<file path="src/hw/afe_regs_defs.svh">
// register map, field positions, slave pattern and reset values of the serial slave
// assumes: included by bare name wherever a number of the register space is needed
`ifndef AFE_REGS_DEFS_SVH
`define AFE_REGS_DEFS_SVH

// ***************************************
// register space
// ***************************************
`define REG_COUNT        11
`define REG_LAST         4'hA
`define REG_FIRST        4'h0
`define REG_BALANCE      4'h3
`define REG_SWITCH       4'h4
`define REG_FLAGS        4'h9

// ***************************************
// fields
// ***************************************
`define CELLS            6
`define BIT_CHARGE       0
`define BIT_DISCHARGE    1
`define BIT_FORCE_POR    7
`define FLAG_LSB         0
`define FLAG_MSB         3

// ***************************************
// slave pattern and reset values
// ***************************************
`define SLAVE_BASE       6'h14
`define RESET_BYTE       8'h00
`define RESET_PTR        4'h0
`define PINS_IDLE        4'h3

`endif

</file>
<file path="src/hw/afe_types_pkg.sv">
// types of the serial slave's bus engine: its states and byte kinds
// assumes: compiled before every file that names afe_types_pkg
`default_nettype none

package afe_types_pkg;

   typedef enum logic [2:0] {
      ST_IDLE,
      ST_RX,
      ST_ACK,
      ST_TX,
      ST_TXACK,
      ST_IGNORE
   } state_t;

   typedef enum logic [1:0] {
      K_SLAVE,
      K_ADDR,
      K_DATA
   } kind_t;

endpackage : afe_types_pkg

`default_nettype wire

</file>
<file path="src/hw/reg_if.sv">
// carrier between the serial engine and the register file
// assumes: both ends sit on the same clock
`timescale 1ns/1ns
`default_nettype none

interface reg_if;
   logic       wr;
   logic [3:0] addr;
   logic [7:0] wdata;
   logic [7:0] rdata;
   logic       por;
   logic [7:0] bal_q;
   logic [7:0] sw_q;
   logic [7:0] flag_q;

   modport engine (output wr, output addr, output wdata,
                   input rdata, input por, input bal_q, input sw_q, input flag_q);
   modport regs   (input wr, input addr, input wdata,
                   output rdata, output por, output bal_q, output sw_q, output flag_q);
endinterface : reg_if

`default_nettype wire

</file>
<file path="src/hw/pin_sync.sv">
// two-flip-flop synchroniser for a group of pin levels
// assumes: inputs are asynchronous to clk; reset takes the idle levels
`timescale 1ns/1ns
`default_nettype none

module pin_sync #(
   parameter int              W  = 1,
   parameter logic [W-1:0]    RV = '0
) (
   // clock and reset
   input  wire logic          clk,
   input  wire logic          rst_n,
   // levels
   input  wire logic [W-1:0]  d,
   output logic      [W-1:0]  q
);

   logic [W-1:0] meta_r;

   always_ff @(posedge clk or negedge rst_n) begin
      if (!rst_n) begin
         meta_r <= RV;
         q      <= RV;
      end else begin
         meta_r <= d;
         q      <= meta_r;
      end
   end

endmodule : pin_sync

`default_nettype wire

</file>
<file path="src/hw/afe_reg_file.sv">
// register space 0 to 0AH with balance, switch, flag and forced reset fields
// assumes: one write strobe per byte from the serial engine, same clock
`timescale 1ns/1ns
`default_nettype none
`include "afe_regs_defs.svh"

module afe_reg_file (
   // clock and reset
   input  wire logic clk,
   input  wire logic rst_n,
   // over-temperature shutdown, synchronised
   input  wire logic ot_active,
   // engine side
   reg_if.regs       bus
);

   logic [7:0] mem_r [`REG_COUNT];
   logic       por_r;

   wire in_range   = (bus.addr <= `REG_LAST);
   wire hit_bal    = (bus.addr == `REG_BALANCE);
   wire hit_sw     = (bus.addr == `REG_SWITCH);
   wire force_por  = bus.wr && hit_sw && bus.wdata[`BIT_FORCE_POR];
   wire wr_ok      = bus.wr && in_range && !force_por && !(ot_active && hit_bal);
   // switch bits hold their value while shutdown is active
   wire [7:0] sw_keep = {6'h00, mem_r[`REG_SWITCH][`BIT_DISCHARGE:`BIT_CHARGE]};
   wire [7:0] sw_mask = 8'h03;
   wire [7:0] wval    = (ot_active && hit_sw) ?
                        ((bus.wdata & ~sw_mask) | sw_keep) : bus.wdata;

   always_ff @(posedge clk or negedge rst_n) begin
      if (!rst_n) begin
         for (int i = 0; i < `REG_COUNT; i++) mem_r[i] <= `RESET_BYTE;
         por_r <= 1'b0;
      end else if (force_por) begin
         // forced power-on reset wipes the user flags too
         for (int i = 0; i < `REG_COUNT; i++) mem_r[i] <= `RESET_BYTE;
         por_r <= 1'b1;
      end else begin
         por_r <= 1'b0;
         // flags are never touched by sleep, only by writes and resets
         if (wr_ok) mem_r[bus.addr] <= wval;
      end
   end

   assign bus.rdata  = in_range ? mem_r[bus.addr] : `RESET_BYTE;
   assign bus.por    = por_r;
   assign bus.bal_q  = mem_r[`REG_BALANCE];
   assign bus.sw_q   = mem_r[`REG_SWITCH];
   assign bus.flag_q = mem_r[`REG_FLAGS];

endmodule : afe_reg_file

`default_nettype wire

</file>
<file path="src/hw/battery_afe_serial_slave_regs.sv">
// two-wire serial slave of the pack monitor: bus engine, pointer and control outputs
// assumes: SCL and SDA come from pins and are sampled on CLK, which must run far faster
//          than SCL; SDA is open drain and the pad resolves SDA_OE into the wire level
//
// Function
// - one balance bit per cell; set turns its balance switch on, clear off
// - four user flag bits held in a register the host writes
// - user flags keep their contents through sleep
// - writing the forced reset bit resets the device and clears user flags
// - slave only; never starts a transfer and never drives the clock
// - every byte travels most significant bit first
// - data changes only while clock low; changes with clock high are start/stop
// - watch for start always; ignore the bus until one arrives
// - stop ends any transfer; after a read it enters standby
// - transmitter releases data after eight bits; receiver pulls low on ninth clock
// - acknowledge matching slave byte and every later write byte but a forced reset one; mismatch stays silent
// - read: send eight bits, release, sample ack; continue only while acknowledged
// - received data byte loads on the clock fall after its eighth bit
// - pointer advances after each written byte's ack; wraps from 0AH to 0
// - after a read slave byte ack, one data bit per master clock
// - pointer advances after the eighth bit of each read byte
// - current-address read starts at the internal pointer
// - lower device matches 0101000, upper 0101001; lowest bit gives direction
// - during over-temperature shutdown ignore balance and switch bit writes
`timescale 1ns/1ns
`default_nettype none
`include "afe_regs_defs.svh"

module battery_afe_serial_slave_regs (
   // clock and reset
   input  wire logic        CLK,
   input  wire logic        RST_N,
   // serial bus, SDA is open drain
   input  wire logic        SCL,
   input  wire logic        SDA_IN,
   output logic             SDA_OUT,
   output logic             SDA_OE,
   // strap and analog status
   input  wire logic        CASCADE_UPPER,
   input  wire logic        OT_SHUTDOWN,
   // cell balance and pack switches
   output logic [5:0]       CELL_BALANCE,
   output logic             CHARGE_SWITCH_CONTROL,
   output logic             DISCHARGE_SWITCH_CONTROL,
   // user flags
   output logic             USER_FLAG_0,
   output logic             USER_FLAG_1,
   output logic             USER_FLAG_2,
   output logic             USER_FLAG_3,
   // engine status
   output logic             STANDBY,
   output logic             BUSY
);

   // ***************************************
   // reset release
   // ***************************************
   logic rst_meta_r;
   logic rst_n;

   always_ff @(posedge CLK or negedge RST_N) begin
      if (!RST_N) begin
         rst_meta_r <= 1'b0;
         rst_n      <= 1'b0;
      end else begin
         rst_meta_r <= 1'b1;
         rst_n      <= rst_meta_r;
      end
   end

   // ***************************************
   // pin sampling
   // ***************************************
   logic [3:0] pins_s;
   logic       scl_d_r;
   logic       sda_d_r;

   pin_sync #(
      .W  (4),
      .RV (`PINS_IDLE)
   ) u_pin_sync (
      .clk   (CLK),
      .rst_n (rst_n),
      .d     ({OT_SHUTDOWN, CASCADE_UPPER, SDA_IN, SCL}),
      .q     (pins_s)
   );

   wire scl_s   = pins_s[0];
   wire sda_s   = pins_s[1];
   wire upper_s = pins_s[2];
   wire ot_s    = pins_s[3];

   always_ff @(posedge CLK or negedge rst_n) begin
      if (!rst_n) begin
         scl_d_r <= 1'b1;
         sda_d_r <= 1'b1;
      end else begin
         scl_d_r <= scl_s;
         sda_d_r <= sda_s;
      end
   end

   // ***************************************
   // bus conditions
   // ***************************************
   // SCL is only ever read, never driven
   wire scl_rise = scl_s && !scl_d_r;
   wire scl_fall = !scl_s && scl_d_r;
   // data moving under a high clock is a condition, not a bit
   wire start_c  = scl_s && scl_d_r && sda_d_r && !sda_s;
   wire stop_c   = scl_s && scl_d_r && !sda_d_r && sda_s;

   // ***************************************
   // register file
   // ***************************************
   reg_if rif ();

   afe_reg_file u_regs (
      .clk       (CLK),
      .rst_n     (rst_n),
      .ot_active (ot_s),
      .bus       (rif.regs)
   );

   // ***************************************
   // engine state
   // ***************************************
   afe_types_pkg::state_t state_r;
   afe_types_pkg::state_t state_nxt;
   afe_types_pkg::kind_t  kind_r;
   afe_types_pkg::kind_t  kind_nxt;
   logic [3:0]            cnt_r;
   logic [3:0]            cnt_nxt;
   logic [7:0]            sh_r;
   logic [7:0]            sh_nxt;
   logic [3:0]            ptr_r;
   logic [3:0]            ptr_nxt;
   logic                  oe_r;
   logic                  oe_nxt;
   logic                  rd_r;
   logic                  rd_nxt;
   logic                  ack_r;
   logic                  ack_nxt;
   logic                  standby_r;
   logic                  standby_nxt;
   logic                  wr_nxt;

   // ***************************************
   // decode
   // ***************************************
   wire [6:0] own_pattern = {`SLAVE_BASE, upper_s};
   wire       slave_hit   = (sh_r[7:1] == own_pattern);
   wire       byte_done   = (cnt_r == 4'h8);
   wire [3:0] ptr_inc     = (ptr_r == `REG_LAST) ? `REG_FIRST : (ptr_r + 4'h1);
   // an address beyond the map restarts at the first register
   wire [3:0] ptr_load    = (sh_r <= {4'h0, `REG_LAST}) ? sh_r[3:0] : `REG_FIRST;
   wire [7:0] rd_byte     = rif.rdata;

   // ***************************************
   // next state
   // ***************************************
   always_comb begin
      state_nxt   = state_r;
      kind_nxt    = kind_r;
      cnt_nxt     = cnt_r;
      sh_nxt      = sh_r;
      ptr_nxt     = ptr_r;
      oe_nxt      = oe_r;
      rd_nxt      = rd_r;
      ack_nxt     = ack_r;
      standby_nxt = standby_r;
      wr_nxt      = 1'b0;

      if (rif.por) begin
         // forced reset: pointer home and the line let go
         state_nxt = afe_types_pkg::ST_IDLE;
         ptr_nxt   = `RESET_PTR;
         oe_nxt    = 1'b0;
         rd_nxt    = 1'b0;
      end else if (start_c) begin
         // a start, repeated or not, always reopens the slave byte
         state_nxt   = afe_types_pkg::ST_RX;
         kind_nxt    = afe_types_pkg::K_SLAVE;
         cnt_nxt     = 4'h0;
         oe_nxt      = 1'b0;
         standby_nxt = 1'b0;
      end else if (stop_c) begin
         state_nxt   = afe_types_pkg::ST_IDLE;
         oe_nxt      = 1'b0;
         standby_nxt = standby_r | rd_r;
         rd_nxt      = 1'b0;
      end else begin
         case (state_r)
            afe_types_pkg::ST_IDLE: begin
               // nothing on the bus matters before a start
               oe_nxt = 1'b0;
            end

            afe_types_pkg::ST_RX: begin
               if (scl_rise && !byte_done) begin
                  sh_nxt  = {sh_r[6:0], sda_s};
                  cnt_nxt = cnt_r + 4'h1;
               end else if (scl_fall && byte_done) begin
                  case (kind_r)
                     afe_types_pkg::K_SLAVE: begin
                        if (slave_hit) begin
                           oe_nxt    = 1'b1;
                           state_nxt = afe_types_pkg::ST_ACK;
                           rd_nxt    = sh_r[0];
                        end else begin
                           // other device's byte: stay silent until the next start or stop
                           state_nxt = afe_types_pkg::ST_IGNORE;
                        end
                     end
                     afe_types_pkg::K_ADDR: begin
                        ptr_nxt   = ptr_load;
                        oe_nxt    = 1'b1;
                        state_nxt = afe_types_pkg::ST_ACK;
                     end
                     default: begin
                        // byte lands on this very fall
                        wr_nxt    = 1'b1;
                        oe_nxt    = 1'b1;
                        state_nxt = afe_types_pkg::ST_ACK;
                     end
                  endcase
               end
            end

            afe_types_pkg::ST_ACK: begin
               if (scl_fall) begin
                  cnt_nxt = 4'h0;
                  if (kind_r == afe_types_pkg::K_SLAVE && rd_r) begin
                     // first read bit goes out as the ack clock falls
                     sh_nxt    = rd_byte;
                     oe_nxt    = !rd_byte[7];
                     cnt_nxt   = 4'h1;
                     state_nxt = afe_types_pkg::ST_TX;
                  end else begin
                     oe_nxt    = 1'b0;
                     state_nxt = afe_types_pkg::ST_RX;
                     case (kind_r)
                        afe_types_pkg::K_SLAVE: kind_nxt = afe_types_pkg::K_ADDR;
                        afe_types_pkg::K_ADDR:  kind_nxt = afe_types_pkg::K_DATA;
                        default: begin
                           kind_nxt = afe_types_pkg::K_DATA;
                           ptr_nxt  = ptr_inc;
                        end
                     endcase
                  end
               end
            end

            afe_types_pkg::ST_TX: begin
               if (scl_fall) begin
                  if (byte_done) begin
                     // release for the master's answer
                     oe_nxt    = 1'b0;
                     ptr_nxt   = ptr_inc;
                     ack_nxt   = 1'b0;
                     state_nxt = afe_types_pkg::ST_TXACK;
                  end else begin
                     sh_nxt  = {sh_r[6:0], 1'b0};
                     oe_nxt  = !sh_r[6];
                     cnt_nxt = cnt_r + 4'h1;
                  end
               end
            end

            afe_types_pkg::ST_TXACK: begin
               if (scl_rise) begin
                  ack_nxt = !sda_s;
               end else if (scl_fall) begin
                  if (ack_r) begin
                     sh_nxt    = rd_byte;
                     oe_nxt    = !rd_byte[7];
                     cnt_nxt   = 4'h1;
                     state_nxt = afe_types_pkg::ST_TX;
                  end else begin
                     // no ack: hold off the bus and wait for the next start or stop
                     oe_nxt    = 1'b0;
                     state_nxt = afe_types_pkg::ST_IGNORE;
                  end
               end
            end

            afe_types_pkg::ST_IGNORE: begin
               oe_nxt = 1'b0;
            end

            default: begin
               state_nxt = afe_types_pkg::ST_IDLE;
               oe_nxt    = 1'b0;
            end
         endcase
      end
   end

   // ***************************************
   // engine registers
   // ***************************************
   always_ff @(posedge CLK or negedge rst_n) begin
      if (!rst_n) begin
         state_r   <= afe_types_pkg::ST_IDLE;
         kind_r    <= afe_types_pkg::K_SLAVE;
         cnt_r     <= 4'h0;
         sh_r      <= `RESET_BYTE;
         ptr_r     <= `RESET_PTR;
         oe_r      <= 1'b0;
         rd_r      <= 1'b0;
         ack_r     <= 1'b0;
         standby_r <= 1'b0;
      end else begin
         state_r   <= state_nxt;
         kind_r    <= kind_nxt;
         cnt_r     <= cnt_nxt;
         sh_r      <= sh_nxt;
         ptr_r     <= ptr_nxt;
         oe_r      <= oe_nxt;
         rd_r      <= rd_nxt;
         ack_r     <= ack_nxt;
         standby_r <= standby_nxt;
      end
   end

   // ***************************************
   // register access
   // ***************************************
   // the write strobe is one cycle, taken on the same edge as the fall is seen
   assign rif.wr    = wr_nxt;
   assign rif.addr  = ptr_r;
   assign rif.wdata = sh_r;

   // ***************************************
   // control outputs
   // ***************************************
   // shutdown holds balance and switches off whatever is stored
   logic [5:0] bal_r;
   logic       chg_r;
   logic       dis_r;
   logic [3:0] flag_r;

   always_ff @(posedge CLK or negedge rst_n) begin
      if (!rst_n) begin
         bal_r  <= 6'h00;
         chg_r  <= 1'b0;
         dis_r  <= 1'b0;
         flag_r <= 4'h0;
      end else begin
         bal_r  <= rif.bal_q[`CELLS-1:0] & {`CELLS{!ot_s}};
         chg_r  <= rif.sw_q[`BIT_CHARGE] & !ot_s;
         dis_r  <= rif.sw_q[`BIT_DISCHARGE] & !ot_s;
         flag_r <= rif.flag_q[`FLAG_MSB:`FLAG_LSB];
      end
   end

   assign CELL_BALANCE             = bal_r;
   assign CHARGE_SWITCH_CONTROL    = chg_r;
   assign DISCHARGE_SWITCH_CONTROL = dis_r;
   assign USER_FLAG_0              = flag_r[0];
   assign USER_FLAG_1              = flag_r[1];
   assign USER_FLAG_2              = flag_r[2];
   assign USER_FLAG_3              = flag_r[3];

   // ***************************************
   // pins and status
   // ***************************************
   // open drain: only ever pull low
   assign SDA_OUT = 1'b0;
   assign SDA_OE  = oe_r;
   assign STANDBY = standby_r;
   assign BUSY    = (state_r != afe_types_pkg::ST_IDLE);

endmodule : battery_afe_serial_slave_regs

`default_nettype wire

</file>
<file path="config.mk">
export PLATFORM = sky130hd
export DESIGN_NAME = battery_afe_serial_slave_regs
export DESIGN_NICKNAME = d
export VERILOG_FILES = /design/src/hw/afe_types_pkg.sv /design/src/hw/reg_if.sv /design/src/hw/pin_sync.sv /design/src/hw/afe_reg_file.sv /design/src/hw/battery_afe_serial_slave_regs.sv
export VERILOG_INCLUDE_DIRS = /design/src /design/src/hw
export SDC_FILE = /design/constraint.sdc
export NUM_CORES = 1
export LEC_CHECK = 0
export BUFFER_PORTS_ARGS = -buffer_cell sky130_fd_sc_hd__buf_4
export CORE_MARGIN = 1.5
export CORE_UTILIZATION = 70
export CTS_BUF_LIST = sky130_fd_sc_hd__clkbuf_4
export CTS_CLUSTER_DIAMETER = 60
export CTS_CLUSTER_SIZE = 28
export DETAILED_ROUTE_END_ITERATION = 10
export PLACE_DENSITY = 0.89
export SYNTH_ARGS = -nofsm -noshare
export SYNTH_HDL_FRONTEND = slang
export SYNTH_SLANG_ARGS = --single-unit
</file>
<file path="constraint.sdc">
create_clock -name CLK -period 6.2 [get_ports CLK]
set_input_delay 1.24 -clock CLK [delete_from_list [all_inputs] [get_ports CLK]]
set_output_delay 1.24 -clock CLK [all_outputs]
set_load 0.01 [all_outputs]
</file>
# Yosys cells after proc, flatten, opt, wreduce, memory -nomap -nowiden
# Index checks and enable logic that the tools add are counted.
# Widths: inputs -> output; s select.
[totals]
regBits = 138
output_inout_bits = 16
[op_classes]
reduce_logical = 54
bitwise_logic = 9
addsub = 2
eq_ne = 50
n_mux = 102
order_cmp = 4
[ops]
columns = ["operator", "count"]
rows = [
  ["$mux 88", 2],
  ["$mux 8", 13],
  ["$bwmux 88", 1],
  ["$mux 4", 22],
  ["$mux 3", 13],
  ["$mux 1", 36],
  ["$ne 5x4->1 const B", 7],
  ["$bmux 8 s4", 1],
  ["$demux 8 s4", 1],
  ["$pmux 8 s4", 1],
  ["$ne 3x2->1 const B", 9],
  ["$ne 2x2->1 const B", 12],
  ["$ne 3x3->1 const B", 7],
  ["$logic_and 1x1->1", 18],
  ["$pmux 4 s4", 1],
  ["$pmux 3 s5", 1],
  ["$reduce_bool 3->1", 5],
  ["$mux 2", 7],
  ["$reduce_and 7->1", 2],
  ["$pmux 4 s3", 1],
  ["$reduce_and 12->1", 1],
  ["$reduce_and 11->1", 1],
  ["$logic_not 1->1", 10],
  ["$reduce_and 10->1", 1],
  ["other kinds (34)", 48],
]

# Longest topological paths before layout
[depth]
depth_word = 16
depth_mapped = 8

# By module
# Synthesis repeated with hierarchy kept, for this count alone.
[unflattened]
cells_unflattened = 718
hier_area_um2 = 7340.8
[by_module_without_submodules]
columns = ["module", "cells_each", "instances", "area_each_um2", "seq_area_each_um2"]
rows = [
  ["afe_reg_file", 473, 1, 4699.5, 2227.1],
  ["battery_afe_serial_slave_regs", 237, 1, 2436.1, 1028.5],
  ["pin_sync", 8, 1, 205.2, 205.2],
]

# Worst setup path before layout
# OpenSTA, ideal clock, no wires.
[synth_path]
path_kind = "reg2out"
start = "register state_r[0]"
end = "output port BUSY"
t_required_ps = 4960
stages_incl_launch_ff = 4
t_arrival_ps = 1082
path_slack_ps = 3878
cell_sequence = "dfrtp_1 buf_4 clkbuf_1 or3_1"
[synth_via]
elab_chain_cells = 1
[synth_rtl]
columns = ["element", "line_no", "text"]
rows = [
  ["start: declaration", "battery_afe_serial_slave_regs.sv:128", "afe_types_pkg::state_t state_r;"],
  ["start signal: assignment", "battery_afe_serial_slave_regs.sv:304", "state_r <= afe_types_pkg::ST_IDLE;"],
  ["start signal: assignment", "battery_afe_serial_slave_regs.sv:314", "state_r <= state_nxt;"],
  ["$reduce_bool 3->1", "battery_afe_serial_slave_regs.sv:372", "assign BUSY = (state_r != afe_types_pkg::ST_IDLE);"],
  ["end: declaration", "battery_afe_serial_slave_regs.sv:52", "output logic BUSY"],
]
# No other way between the ends.

# Worst setup path in the final report
# Same ends and word-level chain as after synthesis.

==> run metrics <==
Worst-Skew Late Latency=0.59 ns; LEAKAGE=0.00394 µW; fin util=0.760; skew final=0.0244 ns; Max-Cap Viols=0; Post-Synth Adder-Cell Area=0.00351; outcome=complete, no violations; Period minus WS final=3.07 ns; total gr overflow=0; CP Cell Sequence=or3_1 -> buf_4; vias=5017; WP data arrival=1.83 ns; IO Count=22; simple-gate share of the synthesized area=0.166; unrepaired setup endpoints after global routing=false; Worst Path Max Fanout=19; CTS tree=yes; critical path type=reg2out; Worst-Margin Slew=1.10 ns; fraction of synthesized area in multiplexers=0.199; Synth Area in Compound Gates=0.0929; worst setup margin=3.13 ns; main combinational cell family by area after synthesis=multiplexers; GRT Overall Usage=0.315; number of global-route vias before repair=5152; Root Driver=clkbuf_4; Mapped Cells=620; core area=9820 µm²; clock buffer count from CTS=17; Post-Synth XOR/XNOR Area=0.00369; Post-synth EDFFs=0; flops & latches, synth=138; WP buf/inv=1; CP max stage delay=0.64 ns; Die ar.=10800 µm²; HP Class=reg2async; Final TNS setup=0 ns; worst hold slack=0.328 ns; Power Density=272 nW/µm²; DR pass1 iterations=7; Clock Sinks=138; Diodes inserted=0; Via density=6.55; input/output buffers=20; DRC viols=0; Pins Over Slew Limit=0; Cell variety after synth=76; H-Tree Level Count=4; Slew HR=0.265; Main synth FF type=dfrtp_1; Setup Viol. Count Final=0; final cycle utilization of the critical path=0.495; asr flop ratio synth=1.00; Crit-path slowest cell=dfrtp_1; first-pass GRT wire length=26500 µm; Clock Tree Buf Depth=2; Ys Warns=0; Top delay family on crit path=flip-flops; PnR Total Power=2030 µW; layout cell share with drive strength beyond 1=0.218; Detail Placement HPWL=10500 µm; initial antenna violation count=0; GP Congestion=0.887; die height=104 µm; Rows=36; initial core utilization=0.726; Syn Area/Cell=11.5 µm²; Hold Vio Cnt, Final=0; clock slew at reported path FFs=0.14 ns; final wirelength=15700 µm; Gates resized, CTS repair=0; drt wl/cell=20.6 µm; CP Launch Type=register; Post-Syn Area=7130 µm²; Syn Nets=628; Final ANT Viol Nets=0; DR iter-0 viols=509; largest net degree at the start of global routing=90; endpoint type of the worst setup path=output pin; Die Wd=104 µm; pre-CTS setup slack=3.32 ns; Layout Nets=628; sequential element share of the synthesized area=0.486; Area growth syn-to-layout=4.79%; post-CTS setup buffers=0; Fmax=0.326 GHz; hold bufs inserted after CTS=0; worst IR drop on VDD=0.174 mV; WP data required=4.96 ns
[cells by family (layout without fill, tap and decap cells)]
family,after synthesis,after routing
DFF,138,138
muxes,117,117
xor gates and xnor gates,3,3
other,2,2
buffers and inverters,52,65
and+or+nand+nor,215,215
AOI/OAI and AO/OA,91,91
adders and majority gates,2,2
[final timing paths]
kind                       slack (ns)                  from                   end  cells past startpoint
setup / recovery                 3.13            state_r[0]                  BUSY                      2
hold / removal                   0.33                 rst_n             flag_r[2]                      0
setup reg to reg                 3.23              ptr_r[3]  u_regs.bus.flag_q[7]                      5
hold reg to reg                  0.33                 rst_n             flag_r[2]                      0
max in group asynchronous        4.32                 rst_n   u_regs.bus.bal_q[7]                      1
min in group CLK                 0.36  u_pin_sync.meta_r[3]       u_pin_sync.q[3]                      0
[registers in the layout, indices dropped and copies added, names as in the netlist, 2 cells and up]
register,flops
u_regs.bus.sw_q,8
rif.wdata,8
u_regs.mem_r,64
u_regs.bus.flag_q,8
u_pin_sync.meta_r,4
CELL_BALANCE,6
kind_r,2
u_regs.bus.bal_q,8
ptr_r,4
state_r,3
cnt_r,4
u_pin_sync.q,4
flag_r,4
[routing by layer]
layer / up-vias / share of wire / GRT usage / routed length, µm
met1: 2530 / 0.42 / 0.431 / 6610
met3: 46 / 0.070 / 0.0721 / 1100
met2: 232 / 0.48 / 0.487 / 7620
met5: - / 0 / 0 / 0
li1: 2209 / - / - / -
met4: 0 / 0.027 / 0.143 / 422
[metrics by stage]
stage,cell area (µm²),instances
after floorplan,7130,620
after global placement,7170,734
after detailed placement,7170,734
after CTS,7470,766
after global routing,7470,766
final,7470,766
[Yosys cell counts (2+ instances only)]
| cell type | n | share of area |
|---|---|---|
| a21oi_1 | 11 | 0.0077 |
| buf_6 | 13 | 0.021 |
| a221o_1 | 2 | 0.0028 |
| a221oi_1 | 2 | 0.0025 |
| buf_2 | 12 | 0.0084 |
| nand3b_1 | 3 | 0.0032 |
| a32o_1 | 3 | 0.0042 |
| nand3_1 | 6 | 0.0042 |
| nand4_2 | 5 | 0.0088 |
| nand3_2 | 4 | 0.0056 |
| ha_1 | 2 | 0.0035 |
| mux2_4 | 7 | 0.015 |
| and2_1 | 2 | 0.0018 |
| mux4_2 | 16 | 0.051 |
| a211oi_1 | 6 | 0.0063 |
| nand2b_1 | 7 | 0.0061 |
| clkbuf_1 | 11 | 0.0058 |
| a22oi_1 | 10 | 0.011 |
| dfrtp_1 | 132 | 0.46 |
| or3_1 | 2 | 0.0018 |
| o21ai_0 | 20 | 0.014 |
| nor2_2 | 19 | 0.017 |
| buf_4 | 7 | 0.0074 |
| o211ai_1 | 5 | 0.0053 |
| inv_1 | 7 | 0.0037 |
| nor2b_1 | 19 | 0.017 |
| conb_1 | 2 | 0.0011 |
| xnor2_1 | 2 | 0.0025 |
| nand2b_4 | 2 | 0.0039 |
| nand4_1 | 3 | 0.0026 |
| mux2_2 | 9 | 0.014 |
| mux2i_1 | 85 | 0.12 |
| a22o_1 | 5 | 0.0061 |
| o31ai_1 | 4 | 0.0042 |
| nor3_1 | 4 | 0.0028 |
| dfstp_2 | 6 | 0.022 |
| nor2_1 | 87 | 0.046 |
| nand2_1 | 36 | 0.019 |
| a31oi_1 | 4 | 0.0035 |
| a21o_1 | 2 | 0.0021 |
[final cells by class]
type	count	area [µm²]
sequential	138	3460
multi-input combinational	430	3330
fill	670	2350
timing repair buffer	25	188
tap	133	166
clock inverter	15	165
clock buffer	17	128
inverter	8	30.0
[where the power goes]
| part | switching, µW | internal [µW] | leakage (µW) |
|---|---|---|---|
| Combinational | 163 | 164 | 0.00191 |
| Sequential | 153 | 942 | 0.00187 |
| Clock | 364 | 248 | 0.000157 |
| Total | 680 | 1350 | 0.00394 |
[cells in the final DEF, fill, tap and decap left out, types with 9 or more instances in the layout]
cell        n
mux2_2      9
nor2b_1    19
nand2_1    36
clkbuf_4   17
a22oi_1    10
dfrtp_1   131
buf_4      25
a21oi_1    11
nor2_1     87
o21ai_0    20
mux4_2     16
mux2i_1    85
nor2_2     19
(Power assumes the default switching activity.)
